<file path="config.mk">
export PLATFORM = sky130hd
export DESIGN_NAME = lpfh_top
export DESIGN_NICKNAME = d
export VERILOG_FILES = /design/src/inc/lpfh_pkg.sv /design/src/logic/lpfh_skid.sv /design/src/logic/lpfh_top.sv
export SDC_FILE = /design/constraint.sdc
export NUM_CORES = 1
export LEC_CHECK = 0
export ABC_AREA = 1
export BUFFER_PORTS_ARGS = -buffer_cell sky130_fd_sc_hd__buf_2
export CAP_MARGIN = 15
export CORE_MARGIN = 2
export CORE_UTILIZATION = 35
export CTS_BUF_LIST = sky130_fd_sc_hd__clkbuf_8
export DETAILED_ROUTE_END_ITERATION = 10
export GPL_ROUTABILITY_DRIVEN = 1
export HOLD_SLACK_MARGIN = 0.05
export PLACE_DENSITY = 0.6
export SETUP_SLACK_MARGIN = 0.3
export SLEW_MARGIN = 5
export SYNTH_ARGS = -nofsm -noshare
export SYNTH_HDL_FRONTEND = slang
export SYNTH_SLANG_ARGS = --single-unit
</file>
<file path="constraint.sdc">
create_clock -name clock_i -period 2.9 [get_ports clock_i]
set_clock_uncertainty 0.05 [all_clocks]
set_input_delay 0.435 -clock clock_i [delete_from_list [all_inputs] [get_ports clock_i]]
set_output_delay 0.435 -clock clock_i [all_outputs]
set_load 0.01 [all_outputs]
</file>
<file path="src/inc/lpfh_pkg.sv">
// Package of constants and types for the line printer function handler.
package lpfh_pkg;
    localparam int WORD_W = 30;
    localparam int CHAR_W = 6;
    localparam int OP_HI = 29;
    localparam int OP_LO = 24;
    localparam int SP_HI = 23;
    localparam int SP_LO = 18;
    localparam int CHARS_PER_WORD = 5;
    localparam logic [2:0] LAST_CHAR = 3'h4;
    localparam logic [4:0] WORDS_PER_LINE = 5'h1b;
    localparam logic [CHAR_W-1:0] STOP_CHAR = 6'h3f;
    localparam logic [CHAR_W-1:0] CHAR_ZERO = 6'h00;

    // Function codes.
    localparam logic [5:0] OP_PRINT_INT = 6'h0a;
    localparam logic [5:0] OP_PRINT_NOINT = 6'h02;
    localparam logic [5:0] OP_TERM_INT = 6'h1b;
    localparam logic [5:0] OP_TERM_NOINT = 6'h13;

    // Status codes.
    localparam logic [5:0] ST_NORMAL = 6'h20;
    localparam logic [5:0] ST_OUT_OF_FORMS = 6'h24;
    localparam logic [5:0] ST_INVALID = 6'h28;
    localparam logic [5:0] ST_INTERLOCK = 6'h3c;
    localparam logic [23:0] STATUS_PAD = 24'h000000;

    // Timing at the 250 MHz control clock.
    localparam int CLK_MHZ = 250;
    localparam int WINDOW_NS = 6500;
    localparam int WINDOW_CYC = (WINDOW_NS * CLK_MHZ) / 1000;
    localparam int WIN_W = 11;
    localparam logic [WIN_W-1:0] WINDOW_LAST = WIN_W'(WINDOW_CYC - 1);

    // Bit positions in the synchronised pin vector.
    localparam int PIN_MC = 0;
    localparam int PIN_FS = 1;
    localparam int PIN_DACK = 2;
    localparam int PIN_SACK = 3;
    localparam int PIN_SPDONE = 4;
    localparam int PIN_PRDONE = 5;
    localparam int PIN_ILOCK = 6;
    localparam int PIN_OOF = 7;
    localparam int PIN_STOPSW = 8;
    localparam int PIN_DATA = 9;
    localparam int PIN_W = PIN_DATA + WORD_W;

    typedef enum logic [2:0] {
        S_IDLE, S_WINDOW, S_LOAD, S_PRINT, S_STATUS, S_HALT
    } lpfh_state_t;
endpackage

</file>
<file path="src/logic/lpfh_skid.sv">
// Two-entry character buffer between the word splitter and the print buffer memory.
`timescale 1ns/100ps
module lpfh_skid (
    input wire logic clock_i,
    input wire logic rst_b_i,
    input wire logic clk_en_i,
    input wire logic in_valid_i,
    input wire logic [lpfh_pkg::CHAR_W-1:0] in_data_i,
    output logic in_ready_o,
    output logic out_valid_o,
    output logic [lpfh_pkg::CHAR_W-1:0] out_data_o,
    input wire logic out_ready_i
);
    import lpfh_pkg::*;

    typedef struct packed {
        logic out_valid;
        logic [CHAR_W-1:0] out_data;
        logic spare_valid;
        logic [CHAR_W-1:0] spare_data;
    } lpfh_skid_t;

    lpfh_skid_t q_r;
    lpfh_skid_t q_nxt;
    logic push;

    always_comb begin
        q_nxt = q_r;
        push = in_valid_i && !q_r.spare_valid;
        if (!q_r.out_valid || out_ready_i) begin
            if (q_r.spare_valid) begin
                q_nxt.out_data = q_r.spare_data;
                q_nxt.spare_valid = 1'b0;
            end else begin
                q_nxt.out_data = in_data_i;
                q_nxt.out_valid = push;
            end
        end else if (push) begin
            q_nxt.spare_data = in_data_i;
            q_nxt.spare_valid = 1'b1;
        end
    end

    always_ff @(posedge clock_i) begin
        if (!rst_b_i) begin
            q_r <= '0;
        end else if (clk_en_i) begin
            q_r <= q_nxt;
        end
    end

    assign in_ready_o = !q_r.spare_valid;
    assign out_valid_o = q_r.out_valid;
    assign out_data_o = q_r.out_data;
endmodule

</file>
<file path="src/logic/lpfh_top.sv">
// Function handler and line sequencer of the line printer control unit.
`timescale 1ns/100ps
module lpfh_top (
    input wire logic clock_i,
    input wire logic rst_b_i,
    input wire logic clk_en_i,
    input wire logic master_clear_line_i,
    input wire logic function_strobe_i,
    input wire logic data_word_ack_i,
    input wire logic status_accept_ack_i,
    input wire logic [lpfh_pkg::WORD_W-1:0] out_data_i,
    input wire logic stop_code_mode_i,
    input wire logic space_done_i,
    input wire logic print_done_i,
    input wire logic interlock_fault_i,
    input wire logic out_of_forms_i,
    input wire logic char_ready_i,
    output logic output_request_o,
    output logic status_interrupt_o,
    output logic [lpfh_pkg::WORD_W-1:0] in_data_o,
    output logic space_start_o,
    output logic [5:0] space_count_o,
    output logic print_start_o,
    output logic char_valid_o,
    output logic [lpfh_pkg::CHAR_W-1:0] char_data_o
);
    import lpfh_pkg::*;

    typedef struct packed {
        lpfh_state_t st;
        logic ord;
        logic irq;
        logic [WORD_W-1:0] in_data;
        logic sp_start;
        logic [5:0] sp_cnt;
        logic pr_start;
        logic pwi;
        logic term_int;
        logic term_noint;
        logic got_data;
        logic line_full;
        logic space_ok;
        logic space_armed;
        logic oof;
        logic [WORD_W-1:0] word;
        logic split;
        logic [2:0] cidx;
        logic [4:0] wcnt;
        logic [WIN_W-1:0] win;
        logic [5:0] code;
        logic [PIN_W-1:0] sync1;
        logic [PIN_W-1:0] sync2;
        logic [PIN_W-1:0] prev;
    } lpfh_core_t;

    lpfh_core_t q_r;
    lpfh_core_t q_nxt;
    logic buf_ready;
    logic [PIN_W-1:0] pins;
    logic [WORD_W-1:0] dw;
    logic [5:0] op;
    logic fs;
    logic dack;
    logic sack;
    logic sp_done;
    logic pr_done;
    logic ilock;
    logic busy;

    function automatic logic has_stop(input logic [WORD_W-1:0] w);
        logic hit;
        hit = 1'b0;
        for (int i = 0; i < CHARS_PER_WORD; i++) begin
            if (w[i*CHAR_W +: CHAR_W] == STOP_CHAR) begin
                hit = 1'b1;
            end
        end
        return hit;
    endfunction

    // Builds a status word; the two low code bits are forced to zero.
    function automatic logic [WORD_W-1:0] status_word(input logic [5:0] c);
        return {c[5:2], 2'b00, STATUS_PAD};
    endfunction

    assign pins = {out_data_i, stop_code_mode_i, out_of_forms_i, interlock_fault_i,
                   print_done_i, space_done_i, status_accept_ack_i, data_word_ack_i,
                   function_strobe_i, master_clear_line_i};
    assign dw = q_r.sync2[PIN_DATA +: WORD_W];
    assign op = dw[OP_HI:OP_LO];
    assign fs = q_r.sync2[PIN_FS] && !q_r.prev[PIN_FS];
    assign dack = q_r.sync2[PIN_DACK] && !q_r.prev[PIN_DACK];
    assign sack = q_r.sync2[PIN_SACK] && !q_r.prev[PIN_SACK];
    assign sp_done = q_r.sync2[PIN_SPDONE] && !q_r.prev[PIN_SPDONE];
    assign pr_done = q_r.sync2[PIN_PRDONE] && !q_r.prev[PIN_PRDONE];
    assign ilock = q_r.sync2[PIN_ILOCK];
    assign busy = q_r.st == S_WINDOW || q_r.st == S_LOAD || q_r.st == S_PRINT;

    always_comb begin
        q_nxt = q_r;
        q_nxt.sync1 = pins;
        q_nxt.sync2 = q_r.sync1;
        q_nxt.prev = q_r.sync2;
        q_nxt.sp_start = 1'b0;
        q_nxt.pr_start = 1'b0;
        // Characters leave most significant first.
        if (q_r.split && buf_ready) begin
            q_nxt.word = {q_r.word[WORD_W-CHAR_W-1:0], CHAR_ZERO};
            q_nxt.cidx = q_r.cidx + 3'h1;
            if (q_r.cidx == LAST_CHAR) begin
                q_nxt.split = 1'b0;
            end
        end
        if (sp_done && q_r.space_armed) begin
            q_nxt.space_ok = 1'b1;
        end
        if (q_r.sync2[PIN_OOF] && !q_r.prev[PIN_OOF] && q_r.space_armed) begin
            q_nxt.oof = 1'b1;
        end
        if (dack && q_r.ord && (q_r.st == S_WINDOW || q_r.st == S_LOAD)) begin
            q_nxt.word = dw;
            q_nxt.split = 1'b1;
            q_nxt.cidx = 3'h0;
            q_nxt.got_data = 1'b1;
            q_nxt.wcnt = q_r.wcnt + 5'h1;
            if (q_nxt.wcnt == WORDS_PER_LINE) begin
                q_nxt.line_full = 1'b1;
            end
            if (q_r.sync2[PIN_STOPSW] && has_stop(dw)) begin
                q_nxt.line_full = 1'b1;
            end
            // Later lines start spacing on their first word.
            if (q_r.st == S_LOAD && !q_r.space_armed) begin
                q_nxt.space_armed = 1'b1;
                q_nxt.sp_start = 1'b1;
            end
        end
        case (q_r.st)
            S_IDLE: begin
                if (fs && (op == OP_PRINT_INT || op == OP_PRINT_NOINT)) begin
                    q_nxt.st = S_WINDOW;
                    q_nxt.pwi = op == OP_PRINT_INT;
                    q_nxt.sp_cnt = dw[SP_HI:SP_LO];
                    q_nxt.win = '0;
                    q_nxt.got_data = 1'b0;
                    q_nxt.line_full = 1'b0;
                    q_nxt.wcnt = '0;
                    q_nxt.space_ok = 1'b0;
                    q_nxt.space_armed = 1'b0;
                    q_nxt.term_int = 1'b0;
                    q_nxt.term_noint = 1'b0;
                    q_nxt.oof = 1'b0;
                end else if (fs && op == OP_TERM_INT) begin
                    q_nxt.st = S_STATUS;
                    q_nxt.code = ST_NORMAL;
                end else if (fs && op != OP_TERM_NOINT) begin
                    q_nxt.st = S_STATUS;
                    q_nxt.code = ST_INVALID;
                end
            end
            S_WINDOW, S_LOAD: begin
                if (q_r.st == S_WINDOW) begin
                    q_nxt.win = q_r.win + 1'b1;
                    if (q_r.win == WINDOW_LAST) begin
                        q_nxt.st = S_LOAD;
                        q_nxt.sp_start = 1'b1;
                        q_nxt.space_armed = 1'b1;
                    end
                end
                if (fs && (op == OP_TERM_INT || op == OP_TERM_NOINT)) begin
                    if (q_r.st == S_WINDOW && !q_r.got_data) begin
                        // Early terminate: spacing never starts.
                        q_nxt.sp_start = 1'b0;
                        q_nxt.space_armed = 1'b0;
                        if (op == OP_TERM_INT) begin
                            q_nxt.st = S_STATUS;
                            q_nxt.code = ilock ? ST_INTERLOCK : ST_NORMAL;
                        end else begin
                            q_nxt.st = S_IDLE;
                        end
                    end else begin
                        q_nxt.term_int = op == OP_TERM_INT;
                        q_nxt.term_noint = op == OP_TERM_NOINT;
                        q_nxt.line_full = q_r.got_data;
                    end
                end else if (fs) begin
                    q_nxt.st = S_STATUS;
                    q_nxt.code = ST_INVALID;
                end else if (q_r.st == S_LOAD && (q_r.space_ok || !q_r.space_armed)) begin
                    if (q_r.line_full && !q_r.split) begin
                        q_nxt.st = S_PRINT;
                        q_nxt.pr_start = 1'b1;
                    end else if (!q_r.got_data && q_r.term_int) begin
                        q_nxt.st = S_STATUS;
                        q_nxt.code = q_r.oof ? ST_OUT_OF_FORMS : ST_NORMAL;
                    end else if (!q_r.got_data && q_r.term_noint) begin
                        q_nxt.st = q_r.oof ? S_STATUS : S_IDLE;
                        q_nxt.code = ST_OUT_OF_FORMS;
                    end
                end
            end
            S_PRINT: begin
                if (fs && (op == OP_TERM_INT || op == OP_TERM_NOINT)) begin
                    q_nxt.term_int = op == OP_TERM_INT;
                    q_nxt.term_noint = op == OP_TERM_NOINT;
                end else if (pr_done) begin
                    if (q_r.oof) begin
                        q_nxt.st = S_STATUS;
                        q_nxt.code = ST_OUT_OF_FORMS;
                    end else if (q_r.pwi || q_r.term_int) begin
                        q_nxt.st = S_STATUS;
                        q_nxt.code = ST_NORMAL;
                    end else if (q_r.term_noint) begin
                        q_nxt.st = S_IDLE;
                    end else begin
                        q_nxt.st = S_LOAD;
                        q_nxt.got_data = 1'b0;
                        q_nxt.line_full = 1'b0;
                        q_nxt.wcnt = '0;
                        q_nxt.space_ok = 1'b0;
                        q_nxt.space_armed = 1'b0;
                    end
                end
            end
            S_STATUS: begin
                if (sack) begin
                    q_nxt.st = q_r.code == ST_NORMAL ? S_IDLE : S_HALT;
                end else if (fs && op == OP_TERM_NOINT) begin
                    // A pending fault is shown again; completion is dropped.
                    q_nxt.st = q_r.code == ST_NORMAL ? S_IDLE : S_STATUS;
                end
            end
            S_HALT: begin
                if (fs && op == OP_TERM_INT) begin
                    q_nxt.st = S_STATUS;
                    q_nxt.code = ST_NORMAL;
                end else if (fs && op == OP_TERM_NOINT) begin
                    q_nxt.st = S_IDLE;
                end else if (fs) begin
                    q_nxt.st = S_STATUS;
                    q_nxt.code = ST_INVALID;
                end
            end
            default: begin
                q_nxt.st = S_IDLE;
            end
        endcase
        if (busy && ilock) begin
            q_nxt.st = S_STATUS;
            q_nxt.code = ST_INTERLOCK;
        end
        q_nxt.irq = q_nxt.st == S_STATUS;
        q_nxt.in_data = q_nxt.irq ? status_word(q_nxt.code) : '0;
        if (q_nxt.st == S_IDLE) begin
            q_nxt.ord = 1'b1;
        end else if (q_nxt.st == S_WINDOW || q_nxt.st == S_LOAD) begin
            q_nxt.ord = !q_nxt.line_full && !q_nxt.split && !q_nxt.term_int &&
                        !q_nxt.term_noint && !(dack && q_r.ord);
        end else begin
            q_nxt.ord = 1'b0;
        end
        if (q_r.sync2[PIN_MC]) begin
            q_nxt = '0;
            q_nxt.sync1 = pins;
            q_nxt.sync2 = q_r.sync1;
            q_nxt.prev = q_r.sync2;
        end
    end

    always_ff @(posedge clock_i) begin
        if (!rst_b_i) begin
            q_r <= '0;
        end else if (clk_en_i) begin
            q_r <= q_nxt;
        end
    end

    lpfh_skid u_skid (
        .clock_i(clock_i),
        .rst_b_i(rst_b_i),
        .clk_en_i(clk_en_i),
        .in_valid_i(q_r.split),
        .in_data_i(q_r.word[OP_HI:OP_LO]),
        .in_ready_o(buf_ready),
        .out_valid_o(char_valid_o),
        .out_data_o(char_data_o),
        .out_ready_i(char_ready_i)
    );

    assign output_request_o = q_r.ord;
    assign status_interrupt_o = q_r.irq;
    assign in_data_o = q_r.in_data;
    assign space_start_o = q_r.sp_start;
    assign space_count_o = q_r.sp_cnt;
    assign print_start_o = q_r.pr_start;
endmodule

</file>
Word level (Yosys, flattened, before mapping)
Index checks and enable logic that the tools add are counted.
{"block": "word_totals", "mem_count": 0, "ram_bits": 0, "inputBits": 43, "mem_bits_ro": 0, "latch_bits": 0, "word_cells": 257, "out_inout_bits": 47, "register_bits": 207}
{"block": "op_classes", "n_addsub": 3, "n_bitwise": 2, "order_cmp": 0, "mul": 0, "n_reduce_logical": 69, "div": 0, "muxes": 118, "shifts": 0, "n_eq_ne": 36}
{"cell": "224-bit two-way mux", "n": 1}
{"cell": "6-bit two-way mux", "n": 22}
{"cell": "3-bit two-way mux", "n": 27}
{"cell": "39-bit two-way mux", "n": 1}
{"cell": "6-bit equality test (second input constant)", "n": 6}
{"cell": "1-bit two-way mux", "n": 36}
{"cell": "34-bit two-way mux", "n": 1}
{"cell": "30-bit two-way mux", "n": 1}
{"cell": "5-bit two-way mux", "n": 6}
{"cell": "1-bit logical AND", "n": 28}
{"cell": "5-bit != test (second input constant)", "n": 5}
{"cell": "6-bit case mux with 4 select lines", "n": 1}
{"cell": "11-bit case mux with 2 select lines", "n": 1}
{"cell": "4-bit two-way mux", "n": 5}
{"cell": "1-bit zero test", "n": 16}
{"cell": "16-bit two-way mux", "n": 1}
{"cell": "3-bit case mux with 5 select lines", "n": 1}
{"cell": "14-bit AND reduction", "n": 1}
{"cell": "3-bit equality test (second input constant)", "n": 4}
{"cell": "6-bit by 5-bit equality test with 1-bit output (second input constant)", "n": 2}
{"cell": "6-bit != test (second input constant)", "n": 2}
{"cell": "11-bit by 1-bit adder with 11-bit output (second input constant)", "n": 1}
{"cell": "11-bit equality test (second input constant)", "n": 1}
{"cell": "11-bit two-way mux", "n": 1}
{"cell": "other kinds (30)", "n": 57}

Depth between registers and ports, before layout
{"block": "logic_depth", "word_depth": 24, "ltp_mapped": 16, "ltp_nobuf": 16}

Modules after synthesis
Synthesis repeated with hierarchy kept, for this count alone.
{"block": "unflattened", "hier_cells": 1219, "hier_area_um2": 8483.1}
{"mod": "lpfh_top", "instances": 1, "cells_each": 1120, "area_each_um2": 7790.0, "seq_area_each_um2": 3263.1}
{"mod": "lpfh_skid", "instances": 1, "cells_each": 99, "area_each_um2": 693.2, "seq_area_each_um2": 280.3}

Least setup slack after synthesis
OpenSTA, ideal clock, no wires.
{"block": "synth_timing", "path_kind": "flip-flop to flip-flop", "startpoint": "register q_r (netlist bit dw[29])", "endpoint": "register q_r (netlist bit status_interrupt_o)", "period_less_slack_ns": 1.753, "path_buffers": 0, "t_required_ns": 2.722, "setup_time_ns": 0.128, "setup_slack_ns": 1.147, "arrival_ns": 1.575, "path_stages_with_launch": 15, "path_cell_list": "dfxtp_1 -> inv_1 -> nand2_1 -> nor2_1 -> nand3_1 -> nand2_2 -> nand2_1 -> nand2_1 -> nand3_1 -> nand2_1 -> nand2_1 -> nand2_2 -> nor2_4 -> a21oi_1 -> nor2_1"}
{"block": "synth_via", "elab_chain_cells": 9, "word_cells_on_any_way": 27, "classes_between": "6 x eq/ne; 14 x mux; 7 x reduce/logical"}
{"item": "start: declaration", "line": "lpfh_top.sv:56", "rtl": "lpfh_core_t q_r;"}
{"item": "start signal: assignment", "line": "lpfh_top.sv:274", "rtl": "q_r <= q_nxt;"}
{"item": "6-bit by 5-bit != test with 1-bit output", "line": "lpfh_top.sv:156", "rtl": "end else if (fs && op != OP_TERM_NOINT) begin"}
{"item": "1-bit logical AND", "line": "lpfh_top.sv:156"}
{"item": "3-bit two-way mux", "line": "lpfh_top.sv:156"}
{"item": "3-bit two-way mux", "line": "lpfh_top.sv:153", "rtl": "end else if (fs && op == OP_TERM_INT) begin"}
{"item": "3-bit two-way mux", "line": "lpfh_top.sv:140", "rtl": "if (fs && (op == OP_PRINT_INT || op == OP_PRINT_NOINT)) begin"}
{"item": "3-bit case mux with 5 select lines *", "line": "lpfh_top.sv:138", "rtl": "case (q_r.st)"}
{"item": "3-bit two-way mux *", "line": "lpfh_top.sv:248", "rtl": "if (busy && ilock) begin"}
{"item": "3-bit equality test *", "line": "lpfh_top.sv:252", "rtl": "q_nxt.irq = q_nxt.st == S_STATUS;"}
{"item": "224-bit two-way mux *", "line": "lpfh_top.sv:262", "rtl": "if (q_r.sync2[PIN_MC]) begin"}
Mark *: on every way between the ends. The rest lies on a longest branch, timed or not.
A chain may end at the register's enable or synchronous reset.

Worst setup path after layout
{"block": "layout_timing", "startpoint": "register q_r[221] (netlist name)", "endpoint": "register q_r[169] (netlist name)"}
{"block": "layout_via", "elab_chain_cells": 5, "word_cells_on_any_way": 8, "classes_between": "2 x eq/ne; 2 x mux; 4 x reduce/logical"}
{"item": "3-bit by 1-bit equality test with 1-bit output / 3-bit by 2-bit equality test with 1-bit output (equally long branches)", "line": "lpfh_top.sv:120", "rtl": "if (dack && q_r.ord && (q_r.st == S_WINDOW || q_r.st == S_LOAD)) begin"}
{"item": "1-bit logical OR *", "line": "lpfh_top.sv:120"}
{"item": "1-bit logical AND *", "line": "lpfh_top.sv:120"}
{"item": "3-bit nonzero test (no line) / 39-bit two-way mux (equally long branches)"}
{"item": "2-bit AND reduction (no line) / 224-bit two-way mux (equally long branches)"}
Marked as above.

==> impl_metrics.toml <==
[routing]
avgViaCountPerCell = 4.79
ant_nets = 0
drc = 0
drtPass1Iterations = 4
routed_wl_um = 20800
wl_per_cell_um = 13.6
first_iter_violations = 565
vias = 7353

[critical_path]
cp_top_family = "compound AO/OA/AOI/OAI gates"
path_cells = "inv_2 -> nand2_2 -> nor2_4 -> inv_2 -> nand2_2 -> inv_2 -> nor2_8 -> nor2_8 -> o21ai_4 -> buf_4 -> o21ai_0 -> a31oi_1"
startpoint = "q_r[221]$_SDFFE_PN0P_"
rr_endpoint = "q_r[169]$_SDFFE_PN0P_"
worstRegToRegCells = 12
critical-path-max-stage-delay_ps = 420
critPathCaptureType = "register"
path_buf_inv = 4
r2r_setup_slack_ps = 610
r2r_start = "q_r[221]$_SDFFE_PN0P_"
start_kind = "register"
crit_slowest_cell = "o21ai_4"
cpMostUsedCell = "inv_2"
arrival_ps = 2640
path_class = "reg -> reg"
cp_data_required_time_ps = 3260
cp_max_fo = 27

[pwr]
leakagePower_nw = 3.73
power_mw = 4.87
cellPowerDensity_nw_per_um2 = 532
peakVddDrop_mv = 0.279

[logic_synthesis]
ys_ff_latch = 177
async_flop_share = 0
synthCells = 1187
synth_top_area_cell = "dfxtp_1"
ys.flop_type = "dfxtp_1"
yosysUniqueCellTypes = 45
syn_avg_cell_area_sq_um = 7.04
synth_edf_count = 0
synth_area_leaders = "dfxtp_1 (42%), o21ai_0 (9.6%), nor2_1 (9.3%), nand2_1 (9.0%), a21oi_1 (4.6%)"
yosysSeqAreaShare = 0.424
yosysWarnings = 0
synth_top_area_frac = 0.424
synth_area_sq_um = 8360

[final_layout]
drive_gt1_frac = 0.116
fillerInstances = 2537
nets = 1251
final_cell_mix = "nor2_1 (206), nand2_1 (201), dfxtp_1 (176)"
final_common_cell = "nor2_1"
antenna_cells = 0
design_area_sq_um = 9150
area_growth_pct = 9.50

[placement]
routabilityCongestion = 0.890
place.port_buffers = 63
dp_hpwl_um = 14300
dp_worst_setup_slack_ps = 328
placed_cell_area_sq_um = 8690

[clock_network]
cts_hold_buf = 0
clk_pin_slew_worst_paths_ps = 130
clockBufferDepth = 2
clk_latency_ps = 490
cts-htree-levels = 4
root_buffer = "clkbuf_8"
cts.sinks = 177
ctsResizeCount = 0
cts_tree = "done"
cts_setup_buffers = 0
cts_buffers = 17

[sta]
min_period_over_period = 0.788
finalMaxSlewViolations = 0
finalCriticalPeriod_ps = 2290
hold_violations = 0
timing.fmax_ghz = 0.438
fin_setup_tns_ps = 0
slew_headroom = 0.476
fin_ws_ps = 615
setup_viol = 0
rsz0062_at_grt = "false"
tightest_slew_ps = 783

[die]
io_pins = 90
rows = 56
die_area_sq_um = 25100
core_sq_um = 23500
start_util = 0.356
die_y_um = 159
chipWidth_um = 159

[outcome]
status = "complete, no violations"

[global_routing]
track_usage = 0.167
first_global_vias = 6496
overflow = 0
grt_pass1_wl_um = 33400
antenna_found_initial = 0
grt_max_degree = 100

[hold_path]
hold_depth = 3
hp-start = "out_data_i[13]"
min_path_type = "in -> reg"
min_to = "q_r[100]$_SDFFE_PN0P_"

[flow_run]
maxCapViolations = 0
==> through the flow <==
stage	std cells	util	hold slack [ps]
global placement	1501	0.370	393
floorplan	1212	-	378
CTS	1533	0.390	81.7
finish	1534	0.390	96.8
global route	1534	0.390	74.3
detailed placement	1501	0.370	399
==> sequential cells by signal (all words and copies together), names as in the netlist <==
register            count
in_data_o               4
ilock                   1
q_r                   118
u_skid.out_valid_o      1
space_start_o           1
output_request_o        1
u_skid.q_r              7
u_skid.out_data_o       6
status_interrupt_o      1
dw                     30
space_count_o           6
print_start_o           1
==> where the power goes <==
group,switching [mW],internal [mW],leakage [nW]
combinational,0.279,0.133,2.06
clock,1.14,0.700,0.221
sequential,0.0736,2.54,1.45
total,1.49,3.37,3.73
==> routing by layer <==
layer | part of all wire | up-vias | track usage
li1 | - | 3884 | -
met1 | 0.53 | 3281 | 0.252
met2 | 0.41 | 163 | 0.240
met3 | 0.044 | 25 | 0.0297
met4 | 0.015 | 0 | 0.0532
met5 | 0 | - | 0
==> tightest hold or removal path: stages <==
cell	delay, ps
buf_2	70
nor2_1	30
nor2_1	80
==> Yosys cell counts, drive strengths merged (2+ instances only) <==
cell,instances
clkbuf,47
nor2,216
clkinv,2
ha,6
nand2,209
nand4,9
xnor2,2
o2111ai,5
a31oi,32
o211a,5
a21oi,77
xor2,2
o21ai,165
nor3,12
inv,84
buf,58
nand3,67
dfxtp,177
==> how the worst max path moves through the flow <==
stage                                      endpoint  depth (start not counted)
finish                        q_r[169]$_SDFFE_PN0P_                         12
global route                  q_r[154]$_SDFFE_PN0P_                         11
CTS                           q_r[147]$_SDFFE_PN0P_                         10
detailed placement            q_r[147]$_SDFFE_PN0P_                         10
global placement              q_r[146]$_SDFFE_PN0P_                         10
floorplan           status_interrupt_o$_SDFFE_PN0P_                         14
==> final cells by class <==
| class | count | area [sq um] | share of cell area |
|---|---|---|---|
| inverter | 86 | 325 | 0.0355 |
| tap | 319 | 399 | 0.0436 |
| sequential | 177 | 3540 | 0.387 |
| multi-input combinational | 845 | 4010 | 0.438 |
| clock inverter | 15 | 220 | 0.0241 |
| clock buffer | 17 | 234 | 0.0256 |
| timing repair buffer | 75 | 420 | 0.0459 |
==> cells by family (layout without fill, tap and decap cells) <==
kind of cell	count (synthesis)	count (layout)	synth area share
AO/OA/AOI/OAI	291	292	0.192
XOR/XNOR	4	4	0.00419
adder cells (fa/ha/maj)	6	6	0.00898
buffers and inverters	191	193	0.109
flip-flops	177	177	0.424
other	1	26	0.000449
AND/OR/NAND/NOR	517	517	0.262
Power figures use the tool's default switching activity.
